==> config.mk <==
export PLATFORM = sky130hd
export DESIGN_NAME = mali_interp
export DESIGN_NICKNAME = d
export VERILOG_FILES = /design/src/verilog/mali_pkg.sv /design/src/verilog/mali_step_if.sv /design/src/verilog/mali_axis.sv /design/src/verilog/mali_interp.sv
export SDC_FILE = /design/constraint.sdc
export NUM_CORES = 2
export LEC_CHECK = 0
export BUFFER_PORTS_ARGS = -buffer_cell sky130_fd_sc_hd__buf_2
export CAP_MARGIN = 20
export CORE_UTILIZATION = 30
export CTS_CLUSTER_DIAMETER = 40
export DETAILED_ROUTE_END_ITERATION = 10
export GPL_ROUTABILITY_DRIVEN = 0
export PLACE_DENSITY = 0.45
export SLEW_MARGIN = 15
export SYNTH_ARGS = -nofsm -noshare
export SYNTH_HDL_FRONTEND = slang
export SYNTH_SLANG_ARGS = --single-unit
==> constraint.sdc <==
create_clock -name I_REF_CLK -period 30.1 [get_ports I_REF_CLK]
set_input_delay 3.01 -clock I_REF_CLK [delete_from_list [all_inputs] [get_ports I_REF_CLK]]
set_output_delay 3.01 -clock I_REF_CLK [all_outputs]
set_load 0.05 [all_outputs]
==> src/verilog/mali_pkg.sv <==
package mali_pkg;
    localparam int         AXES     = 4;
    localparam logic [6:0] OP_CLIN1 = 7'h60;
    localparam logic [6:0] OP_LIN1  = 7'h61;
    localparam logic [6:0] OP_CLIN2 = 7'h62;
    localparam logic [6:0] OP_LIN2  = 7'h63;
    localparam logic [6:0] OP_CW    = 7'h64;
    localparam logic [6:0] OP_CCW   = 7'h65;
    localparam int         CSP_BIT  = 15;
    // byte address: [7] global, [6:5] axis, [4:2] register
    localparam int         ADR_GLB  = 7;
    localparam int         ADR_AXL  = 5;
    localparam int         ADR_RGL  = 2;
    localparam logic [2:0] RG_MODE  = 3'h0;
    localparam logic [2:0] RG_TGT   = 3'h1;
    localparam logic [2:0] RG_AUX   = 3'h2;
    localparam logic [2:0] RG_HIGH  = 3'h3;
    localparam logic [2:0] RG_INIT  = 3'h4;
    localparam logic [2:0] RG_STAT  = 3'h5;
    localparam logic [2:0] RG_SPEED = 3'h6;
    localparam logic [7:0] ADDR_CMD = 8'h80;
    localparam int         CMD_OPL  = 4;
    localparam logic [1:0] CMD_GO_INIT = 2'h1;
    localparam logic [1:0] CMD_GO_HIGH = 2'h2;
    localparam logic [1:0] CMD_STOP    = 2'h3;
    localparam int         SB_RUN   = 0;
    localparam int         SB_END   = 1;
    localparam int         SB_ERR   = 2;
    localparam int         SB_CTL   = 3;
    localparam logic [31:0] MODE_RST  = 32'h0000_0000;
    localparam logic [31:0] AMT_RST   = 32'h0000_0000;
    localparam logic [31:0] SPEED_RST = 32'h0000_00FA;
    localparam logic [31:0] MIN_PER   = 32'h0000_0002;
    localparam int         Q_FRAC   = 7;
    localparam logic [7:0] Q_UNITY  = 8'h80;
    localparam logic [7:0] Q_SQRT2  = 8'hB5;
    localparam logic [7:0] Q_SQRT3  = 8'hDE;
    typedef enum logic [1:0] {
        S_IDLE = 2'b01,
        S_RUN  = 2'b10
    } mali_state_e;
endpackage

==> src/verilog/mali_step_if.sv <==
`timescale 1ns/100ps
interface mali_step_if;
    logic        load;
    logic        step;
    logic [31:0] master;
    logic [31:0] amt;
    logic        pulse;
    modport eng  (output load, step, master, amt, input pulse);
    modport axis (input load, step, master, amt, output pulse);
endinterface

==> src/verilog/mali_axis.sv <==
`timescale 1ns/100ps
module mali_axis
    import mali_pkg::*;
(
    input wire logic  i_clk,
    input wire logic  i_srst,
    mali_step_if.axis sif
);
    logic [31:0] acc_r;
    logic [31:0] mst_r;
    logic [31:0] amt_r;
    logic        pulse_r;
    logic [32:0] sum_c;

    assign sum_c     = {1'b0, acc_r} + {1'b0, amt_r};
    assign sif.pulse = pulse_r;

    always_ff @(posedge i_clk) begin
        if (i_srst) begin
            acc_r   <= AMT_RST;
            mst_r   <= AMT_RST;
            amt_r   <= AMT_RST;
            pulse_r <= 1'b0;
        end else begin
            pulse_r <= 1'b0;
            if (sif.load) begin
                mst_r <= sif.master;
                amt_r <= sif.amt;
                // half-step preload keeps error within half a unit
                acc_r <= sif.master >> 1;
            end else if (sif.step) begin
                if (sum_c >= {1'b0, mst_r}) begin
                    acc_r   <= 32'(sum_c - {1'b0, mst_r});
                    pulse_r <= 1'b1;
                end else begin
                    acc_r <= sum_c[31:0];
                end
            end
        end
    end

    master_pulse_a: assert property (@(posedge i_clk) disable iff (i_srst)
        sif.step && !sif.load && amt_r == mst_r && mst_r != 32'h0
        |=> pulse_r)
        else $error("master axis missed a step");
    acc_bound_a: assert property (@(posedge i_clk) disable iff (i_srst)
        mst_r != 32'h0 && amt_r <= mst_r |-> acc_r < mst_r)
        else $error("accumulator left its range");
endmodule // mali_axis

==> src/verilog/mali_interp.sv <==
// Chosen here: the register offsets and the Wishbone slave port.
`timescale 1ns/100ps
module mali_interp
    import mali_pkg::*;
(
    input  wire logic        I_REF_CLK,
    input  wire logic        I_SRST,
    input  wire logic        I_WB_CYC,
    input  wire logic        I_WB_STB,
    input  wire logic        I_WB_WE,
    input  wire logic [7:0]  I_WB_ADR,
    input  wire logic [31:0] I_WB_DAT,
    input  wire logic [3:0]  I_WB_SEL,
    output logic      [31:0] O_WB_DAT,
    output logic             O_WB_ACK,
    output logic      [3:0]  O_PULSE,
    output logic      [3:0]  O_DIR
);
    function automatic logic [31:0] merge(input logic [31:0] old,
                                          input logic [31:0] nw,
                                          input logic [3:0]  sel);
        logic [31:0] r;
        r = old;
        for (int b = 0; b < 4; b++) begin
            if (sel[b]) begin
                r[b*8 +: 8] = nw[b*8 +: 8];
            end
        end
        return r;
    endfunction

    function automatic logic [31:0] mag(input logic [31:0] v);
        return v[31] ? 32'(-v) : v;
    endfunction

    function automatic logic [2:0] pop4(input logic [3:0] m);
        return 3'(m[0]) + 3'(m[1]) + 3'(m[2]) + 3'(m[3]);
    endfunction

    // fixed X, Y, Z, U priority
    function automatic logic [1:0] first_axis(input logic [3:0] m);
        logic [1:0] r;
        r = 2'h0;
        for (int a = AXES - 1; a >= 0; a--) begin
            if (m[a]) begin
                r = 2'(a);
            end
        end
        return r;
    endfunction

    logic [31:0] mode_r [AXES];
    logic [31:0] tgt_r  [AXES];
    logic [31:0] aux_r  [AXES];
    logic [31:0] high_r [AXES];
    logic [31:0] init_r [AXES];
    logic        ack_r;
    logic [31:0] rdat_r;

    mali_state_e state_r;
    logic [3:0]  grp_r;
    logic [3:0]  csp_r;
    logic [3:0]  ctlm_r;
    logic [3:0]  dir_r;
    logic [3:0]  pls_r;
    logic        li2_r;
    logic        cont_r;
    logic        run_r;
    logic        end_r;
    logic        err_r;
    logic        wait_r;
    logic [31:0] master_r;
    logic [31:0] steps_r;
    logic [31:0] base_r;
    logic [31:0] per_r;
    logic [31:0] cnt_r;

    logic        req;
    logic        wr;
    logic [1:0]  ax_a;
    logic [2:0]  rg_a;
    logic        cmd_wr;
    logic [3:0]  sel_c;
    logic [1:0]  op_c;
    logic        go;
    logic        stop;
    logic [1:0]  ctl_c;
    logic [6:0]  mode_c;
    logic        is_li1;
    logic        is_li2;
    logic        bad_c;
    logic        go_ok;
    logic        go_bad;
    logic [31:0] amax_c;
    logic [31:0] mst_c;
    logic [31:0] amt_c  [AXES];
    logic [3:0]  circ_m;
    logic [3:0]  circ_ctl;
    logic [3:0]  cspsel_c;
    logic [31:0] base_c;
    logic [3:0]  pls;
    logic [2:0]  nstr;
    logic [7:0]  q;
    logic [39:0] prod;
    logic [31:0] str_per;
    logic        step_go;
    logic        last_step;

    assign req    = I_WB_CYC & I_WB_STB & ~ack_r;
    assign wr     = req & I_WB_WE;
    assign ax_a   = I_WB_ADR[ADR_AXL +: 2];
    assign rg_a   = I_WB_ADR[ADR_RGL +: 3];
    assign cmd_wr = wr & (I_WB_ADR == ADDR_CMD) & I_WB_SEL[0];
    assign sel_c  = I_WB_DAT[3:0];
    assign op_c   = I_WB_DAT[CMD_OPL +: 2];
    assign go     = cmd_wr & (op_c == CMD_GO_INIT || op_c == CMD_GO_HIGH);
    assign stop   = cmd_wr & (op_c == CMD_STOP) & |(sel_c & grp_r);

    // start decode: the whole group is named in one write
    assign ctl_c  = first_axis(sel_c);
    assign mode_c = mode_r[ctl_c][6:0];
    assign is_li1 = mode_c == OP_CLIN1 || mode_c == OP_LIN1;
    assign is_li2 = mode_c == OP_CLIN2 || mode_c == OP_LIN2;
    assign bad_c  = (sel_c == 4'h0) || !(is_li1 || is_li2)
                  || (is_li1 && pop4(sel_c) < 3'h2)
                  || (is_li2 && aux_r[ctl_c] == 32'h0);
    assign go_ok  = go & (state_r == S_IDLE) & ~bad_c;
    assign go_bad = go & (state_r == S_IDLE) & bad_c;
    assign base_c = (op_c == CMD_GO_HIGH) ? high_r[ctl_c]
                                          : init_r[ctl_c];

    always_comb begin
        amax_c   = 32'h0;
        cspsel_c = 4'h0;
        for (int a = 0; a < AXES; a++) begin
            if (sel_c[a] && mag(tgt_r[a]) > amax_c) begin
                amax_c = mag(tgt_r[a]);
            end
            cspsel_c[a] = sel_c[a] & mode_r[a][CSP_BIT];
        end
        if (is_li2) begin
            mst_c = aux_r[ctl_c];
        end else if (amax_c == 32'h0) begin
            mst_c = 32'h1;
        end else begin
            mst_c = amax_c;
        end
        for (int a = 0; a < AXES; a++) begin
            amt_c[a] = (!is_li2 && amax_c == 32'h0) ? 32'h1
                                                   : mag(tgt_r[a]);
        end
    end

    // circular group gets its own control axis beside linear 1
    always_comb begin
        for (int a = 0; a < AXES; a++) begin
            circ_m[a] = mode_r[a][6:0] == OP_CW
                     || mode_r[a][6:0] == OP_CCW;
        end
        circ_ctl = |circ_m ? 4'(4'h1 << first_axis(circ_m)) : 4'h0;
    end

    genvar gi;
    generate
        for (gi = 0; gi < AXES; gi++) begin : g_axis
            mali_step_if stp ();
            assign stp.load   = go_ok;
            assign stp.step   = step_go & grp_r[gi];
            assign stp.master = mst_c;
            assign stp.amt    = amt_c[gi];
            assign pls[gi]    = stp.pulse;
            mali_axis u_axis (
                .i_clk  (I_REF_CLK),
                .i_srst (I_SRST),
                .sif    (stp.axis)
            );
        end
    endgenerate

    // only enabled axes that pulsed together count
    assign nstr = pop4(pls & csp_r);
    always_comb begin
        q = Q_UNITY;
        if (!li2_r) begin
            if (nstr >= 3'h3) begin
                q = Q_SQRT3;
            end else if (nstr == 3'h2) begin
                q = Q_SQRT2;
            end
        end
        prod    = 40'(base_r) * 40'(q);
        str_per = prod[Q_FRAC +: 32];
    end

    assign step_go   = (state_r == S_RUN) & ~wait_r & (cnt_r == 32'h0);
    assign last_step = ~cont_r & (32'(steps_r + 32'h1) >= master_r);

    always_ff @(posedge I_REF_CLK) begin
        if (I_SRST) begin
            for (int a = 0; a < AXES; a++) begin
                mode_r[a] <= MODE_RST;
                tgt_r[a]  <= AMT_RST;
                aux_r[a]  <= AMT_RST;
                high_r[a] <= SPEED_RST;
                init_r[a] <= SPEED_RST;
            end
        end else if (wr && !I_WB_ADR[ADR_GLB]) begin
            unique case (rg_a)
                RG_MODE: mode_r[ax_a] <= merge(mode_r[ax_a], I_WB_DAT, I_WB_SEL);
                RG_TGT:  tgt_r[ax_a]  <= merge(tgt_r[ax_a], I_WB_DAT, I_WB_SEL);
                RG_AUX:  aux_r[ax_a]  <= merge(aux_r[ax_a], I_WB_DAT, I_WB_SEL);
                RG_HIGH: high_r[ax_a] <= merge(high_r[ax_a], I_WB_DAT, I_WB_SEL);
                RG_INIT: init_r[ax_a] <= merge(init_r[ax_a], I_WB_DAT, I_WB_SEL);
                default: ;
            endcase
        end
    end

    // every access answered one cycle later; holes read zero
    always_ff @(posedge I_REF_CLK) begin
        if (I_SRST) begin
            ack_r  <= 1'b0;
            rdat_r <= 32'h0;
        end else begin
            ack_r  <= req;
            rdat_r <= 32'h0;
            if (req && !I_WB_WE && !I_WB_ADR[ADR_GLB]) begin
                unique case (rg_a)
                    RG_MODE: rdat_r <= mode_r[ax_a];
                    RG_TGT:  rdat_r <= tgt_r[ax_a];
                    RG_AUX:  rdat_r <= aux_r[ax_a];
                    RG_HIGH: rdat_r <= high_r[ax_a];
                    RG_INIT: rdat_r <= init_r[ax_a];
                    RG_STAT: begin
                        rdat_r[SB_RUN] <= run_r & grp_r[ax_a];
                        rdat_r[SB_END] <= end_r & grp_r[ax_a];
                        rdat_r[SB_ERR] <= err_r & grp_r[ax_a];
                        rdat_r[SB_CTL] <= ctlm_r[ax_a] | circ_ctl[ax_a];
                    end
                    RG_SPEED: begin
                        if (ctlm_r[ax_a] && run_r) begin
                            rdat_r <= per_r;
                        end else if (circ_ctl[ax_a]) begin
                            rdat_r <= high_r[ax_a];
                        end
                    end
                    default: ;
                endcase
            end
        end
    end

    always_ff @(posedge I_REF_CLK) begin
        if (I_SRST) begin
            state_r  <= S_IDLE;
            grp_r    <= 4'h0;
            csp_r    <= 4'h0;
            ctlm_r   <= 4'h0;
            dir_r    <= 4'h0;
            li2_r    <= 1'b0;
            cont_r   <= 1'b0;
            run_r    <= 1'b0;
            end_r    <= 1'b0;
            err_r    <= 1'b0;
            wait_r   <= 1'b0;
            master_r <= AMT_RST;
            steps_r  <= AMT_RST;
            base_r   <= MIN_PER;
            per_r    <= MIN_PER;
            cnt_r    <= AMT_RST;
        end else begin
            unique case (state_r)
                S_IDLE: begin
                    wait_r <= 1'b0;
                    if (go_ok) begin
                        state_r  <= S_RUN;
                        grp_r    <= sel_c;
                        csp_r    <= is_li2 ? 4'h0 : cspsel_c;
                        ctlm_r   <= is_li2 ? sel_c
                                           : 4'(4'h1 << ctl_c);
                        li2_r    <= is_li2;
                        cont_r   <= mode_c == OP_CLIN1
                                 || mode_c == OP_CLIN2;
                        run_r    <= 1'b1;
                        end_r    <= 1'b0;
                        err_r    <= 1'b0;
                        master_r <= mst_c;
                        steps_r  <= AMT_RST;
                        base_r   <= base_c < MIN_PER ? MIN_PER : base_c;
                        per_r    <= base_c < MIN_PER ? MIN_PER : base_c;
                        cnt_r    <= AMT_RST;
                        for (int a = 0; a < AXES; a++) begin
                            dir_r[a] <= sel_c[a] & tgt_r[a][31];
                        end
                    end else if (go_bad) begin
                        grp_r  <= sel_c;
                        ctlm_r <= 4'h0;
                        run_r  <= 1'b0;
                        end_r  <= 1'b1;
                        err_r  <= 1'b1;
                    end
                end
                S_RUN: begin
                    if (stop) begin
                        state_r <= S_IDLE;
                        run_r   <= 1'b0;
                        end_r   <= 1'b1;
                    end else if (step_go) begin
                        wait_r  <= 1'b1;
                        steps_r <= 32'(steps_r + 32'h1);
                        if (last_step) begin
                            state_r <= S_IDLE;
                            run_r   <= 1'b0;
                            end_r   <= 1'b1;
                        end
                    end else if (wait_r) begin
                        // pulses of the last step are now visible
                        wait_r <= 1'b0;
                        per_r  <= str_per;
                        cnt_r  <= 32'(str_per - MIN_PER);
                    end else begin
                        cnt_r <= 32'(cnt_r - 32'h1);
                    end
                end
            endcase
        end
    end

    always_ff @(posedge I_REF_CLK) begin
        if (I_SRST) begin
            pls_r <= 4'h0;
        end else begin
            pls_r <= pls;
        end
    end

    assign O_WB_ACK = ack_r;
    assign O_WB_DAT = rdat_r;
    assign O_PULSE  = pls_r;
    assign O_DIR    = dir_r;

    ack_single_a: assert property (@(posedge I_REF_CLK) disable iff (I_SRST)
        O_WB_ACK |=> !O_WB_ACK)
        else $error("ack held two cycles");
    ack_answer_a: assert property (@(posedge I_REF_CLK) disable iff (I_SRST)
        req |=> O_WB_ACK)
        else $error("request not answered next cycle");
    single_axis_a: assert property (@(posedge I_REF_CLK) disable iff (I_SRST)
        go && state_r == S_IDLE && is_li1 && pop4(sel_c) == 3'h1
        |=> err_r && !run_r && state_r == S_IDLE)
        else $error("single axis linear start not refused");
    aux_zero_a: assert property (@(posedge I_REF_CLK) disable iff (I_SRST)
        go && state_r == S_IDLE && is_li2 && aux_r[ctl_c] == 32'h0
        |=> err_r && end_r)
        else $error("zero aux start not refused");
    li2_flat_a: assert property (@(posedge I_REF_CLK) disable iff (I_SRST)
        state_r == S_RUN && li2_r && wait_r && !stop |=> per_r == base_r)
        else $error("interval stretched in linear 2");
    two_axis_a: assert property (@(posedge I_REF_CLK) disable iff (I_SRST)
        state_r == S_RUN && !li2_r && wait_r && !stop
        && pop4(pls & csp_r) == 3'h2
        |=> per_r == 32'((40'($past(base_r)) * 40'hB5) >> 7))
        else $error("two axis interval not sqrt2");
    end_group_a: assert property (@(posedge I_REF_CLK) disable iff (I_SRST)
        step_go && last_step && !stop
        |=> !run_r && end_r && state_r == S_IDLE)
        else $error("group did not end at master count");
    cont_hold_a: assert property (@(posedge I_REF_CLK) disable iff (I_SRST)
        state_r == S_RUN && cont_r && !stop |=> state_r == S_RUN && run_r)
        else $error("continuous mode stopped without command");
endmodule // mali_interp

==> impl_metrics.json <==
{
  "max_stage_delay_ns": 0.89,
  "reg2reg_depth": 41,
  "ys_ff_latch": 1153,
  "maxSlewHeadroom": 0.130,
  "tns_ns": 0,
  "drtAntennaViolNets": 0,
  "grt_pass1_wl_um": 488000,
  "die_height_um": 517,
  "root_buffer": "clkbuf_16",
  "initialDrtViolationCount": 7600,
  "synth.distinct_cells": 88,
  "synthArstFlopShare": 0,
  "drt-pass1-iter-count": 6,
  "maxSlewViolCount": 0,
  "worstPathRequired_ns": 30.78,
  "cts_setup_buffers": 0,
  "period_minus_slack_ns": 15.28,
  "leakagePower_nw": 37.3,
  "rsz0062_at_grt": "false",
  "vias": 69754,
  "initial_core_util": 0.302,
  "critPathLaunchType": "flop",
  "clockBufferDepth": 3,
  "dp_hpwl_um": 252000,
  "port_buffers": 89,
  "track_usage": 0.251,
  "grt_pass1_vias": 67278,
  "wirelength_um": 342000,
  "crit_path_end_kind": "flop",
  "syn_to_final_growth_pct": 14.9,
  "ys.flop_type": "edfxtp_1",
  "final_cell_mix": "1,420 x nor2_1, 671 x nand2_1, 640 x edfxtp_1, 576 x a21oi_1, 513 x dfxtp_1",
  "critPathArrivalTime_ns": 15.96,
  "max_freq_mhz": 65.5,
  "synth_cells": 8668,
  "overflow": 0,
  "pin_count": 90,
  "drc": 0,
  "vias_per_cell": 5.65,
  "cts_hold_buf": 0,
  "cts_resized": 0,
  "mostFrequentLayoutCell": "nor2_1",
  "hold_depth": 2,
  "syn_area_um2": 79500,
  "hold_violations": 0,
  "whs_ns": 0.453,
  "clkSinkCount": 1153,
  "clk_latency_ns": 0.91,
  "placed_area_um2": 83900,
  "ir_drop_mv": 0.0521,
  "seq_area_um2": 29500,
  "yosysWarnings": 0,
  "multiInputGateArea_um2": 46700,
  "cts_buffers": 212,
  "tightest_slew_ns": 1.29,
  "holdCritPathClass": "flop to flop",
  "htree_levels": 4,
  "drive_above_1_share": 0.106,
  "nets": 9323,
  "yosysSeqAreaShare": 0.371,
  "cts_tree": "yes",
  "period_share": 0.508,
  "wl_per_cell_um": 27.7,
  "cpMostUsedCell": "or4_1",
  "avgSynthCellArea_um2": 9.17,
  "fillers": 27126,
  "dieWidth_um": 517,
  "grt_max_degree": 125,
  "design_area_um2": 91400,
  "coreArea_um2": 263000,
  "path_class": "flop to flop",
  "crit_fanout": 89,
  "synth_edf_count": 640,
  "syn_nets": 9357,
  "outcome": "finished, final reports clean",
  "dieArea_um2": 267000,
  "powerDensity_nw_per_um2": 51.4,
  "setup_violations": 0,
  "critPathSlowestCell": "buf_4",
  "cap_violations": 0,
  "fp-row-count": 188,
  "clock_skew_ns": 0.0839,
  "fin_util": 0.347,
  "antenna_found_initial": 13,
  "clk_pin_slew_ns": 0.06,
  "total_power_mw": 4.70
}
## stage by stage
stage | setup slack, ns | instances
global route | 14.23 | 12334
floorplan | 16.38 | 8668
finish | 14.82 | 12343
CTS | 15.31 | 12328
global placement | 14.92 | 11928
detailed placement | 14.98 | 11931
## Yosys cell counts, types with 22 or more instances
library cell | instances | area, µm²
nor2b_1 | 56 | 350
o21bai_1 | 78 | 586
xor2_1 | 159 | 1390
mux2i_1 | 196 | 1960
o22ai_1 | 24 | 150
nor4_1 | 76 | 475
a21o_1 | 154 | 1160
inv_1 | 424 | 1590
nor2_1 | 1426 | 5350
buf_1 | 63 | 236
o41ai_1 | 28 | 245
o21ai_0 | 373 | 1870
a221oi_1 | 80 | 701
xnor2_1 | 279 | 2440
dfxtp_1 | 513 | 10300
ha_1 | 452 | 5660
a21oi_1 | 578 | 2890
mux4_2 | 165 | 3720
nand2b_1 | 96 | 601
and3_1 | 50 | 313
a22o_1 | 33 | 289
or2_2 | 63 | 394
nand3_1 | 131 | 656
nand4_1 | 82 | 513
o221ai_1 | 42 | 368
a22oi_1 | 22 | 165
o21a_1 | 40 | 300
o211ai_1 | 42 | 315
nor3_1 | 244 | 1220
edfxtp_1 | 640 | 19200
o31ai_1 | 57 | 428
or4_1 | 38 | 285
a221o_1 | 60 | 601
or3_1 | 50 | 313
nand2_1 | 677 | 2540
a31oi_1 | 39 | 244
fa_1 | 188 | 3760
clkbuf_1 | 411 | 1540
and2_1 | 83 | 519
a211oi_1 | 146 | 1100
a311oi_1 | 22 | 193
## cells by family after synthesis
logic type | Yosys count | synth area share
flip-flops | 1153 | 0.371
adder cells (fa/ha/maj) | 640 | 0.118
buffers and inverters | 919 | 0.0442
multiplexers | 381 | 0.0742
XOR/XNOR | 438 | 0.0482
AO/OA/AOI/OAI | 1988 | 0.165
AND/OR/NAND/NOR | 3149 | 0.179
## metal layers
metal	wire (µm)	part of all wire	GRT usage	up-vias
met5	34	0.000099	0	-
met4	15700	0.046	0.107	4
met3	24800	0.073	0.0380	534
met2	148000	0.43	0.379	2991
met1	154000	0.45	0.355	34833
li1	-	-	-	31392
## area by class of cell
cell class / count / share of cell area
tap: 3515 / 0.0481
multi-input combinational: 6596 / 0.511
antenna: 11 / 0.000301
clock buffer: 249 / 0.0612
clock inverter: 148 / 0.0200
sequential: 1153 / 0.323
timing repair buffer: 245 / 0.0187
inverter: 426 / 0.0175
## worst paths after layout
check                                             endpoint  slack [ns]                       from
worst max-delay path            g_axis[0].u_axis.amt_r[28]       14.82                tgt_r[0][4]
worst min-delay path             g_axis[2].u_axis.mst_r[1]        0.45  g_axis[2].u_axis.mst_r[1]
worst min register to register   g_axis[2].u_axis.mst_r[1]        0.45  g_axis[2].u_axis.mst_r[1]
worst max register to register  g_axis[0].u_axis.amt_r[28]       14.82                tgt_r[0][4]
## sequential cells by signal, summed over array words and instances (netlist names), 2 cells and up
signal	cells
state_r	2
master_r	32
high_r	128
per_r	32
O_WB_DAT	32
grp_r	4
g_axis.u_axis.acc_r	128
O_DIR	4
O_PULSE	4
base_r	32
ctlm_r	4
aux_r	128
mode_r	128
steps_r	32
g_axis.u_axis.mst_r	32
cnt_r	32
csp_r	4
tgt_r	128
g_axis.u_axis.amt_r	128
g_axis.u_axis.sif.pulse	4
init_r	128
## where the power goes
| group | switching, mW | internal, mW |
|---|---|---|
| Combinational | 0.368 | 0.145 |
| Clock | 0.944 | 1.53 |
| Sequential | 0.0219 | 1.69 |
## worst max-delay path, delay by kind of cell, from the launching register on
family / cells / cell delay (ns)
muxes: 1 / 0.41
adders and majority gates: 3 / 0.68
AOI/OAI and AO/OA: 17 / 6.25
DFF: 1 / 0.49
and+or+nand+nor: 14 / 5.02
xor gates and xnor gates: 1 / 0.17
buffers and inverters: 5 / 1.92
Power figures use the tool's default switching activity.
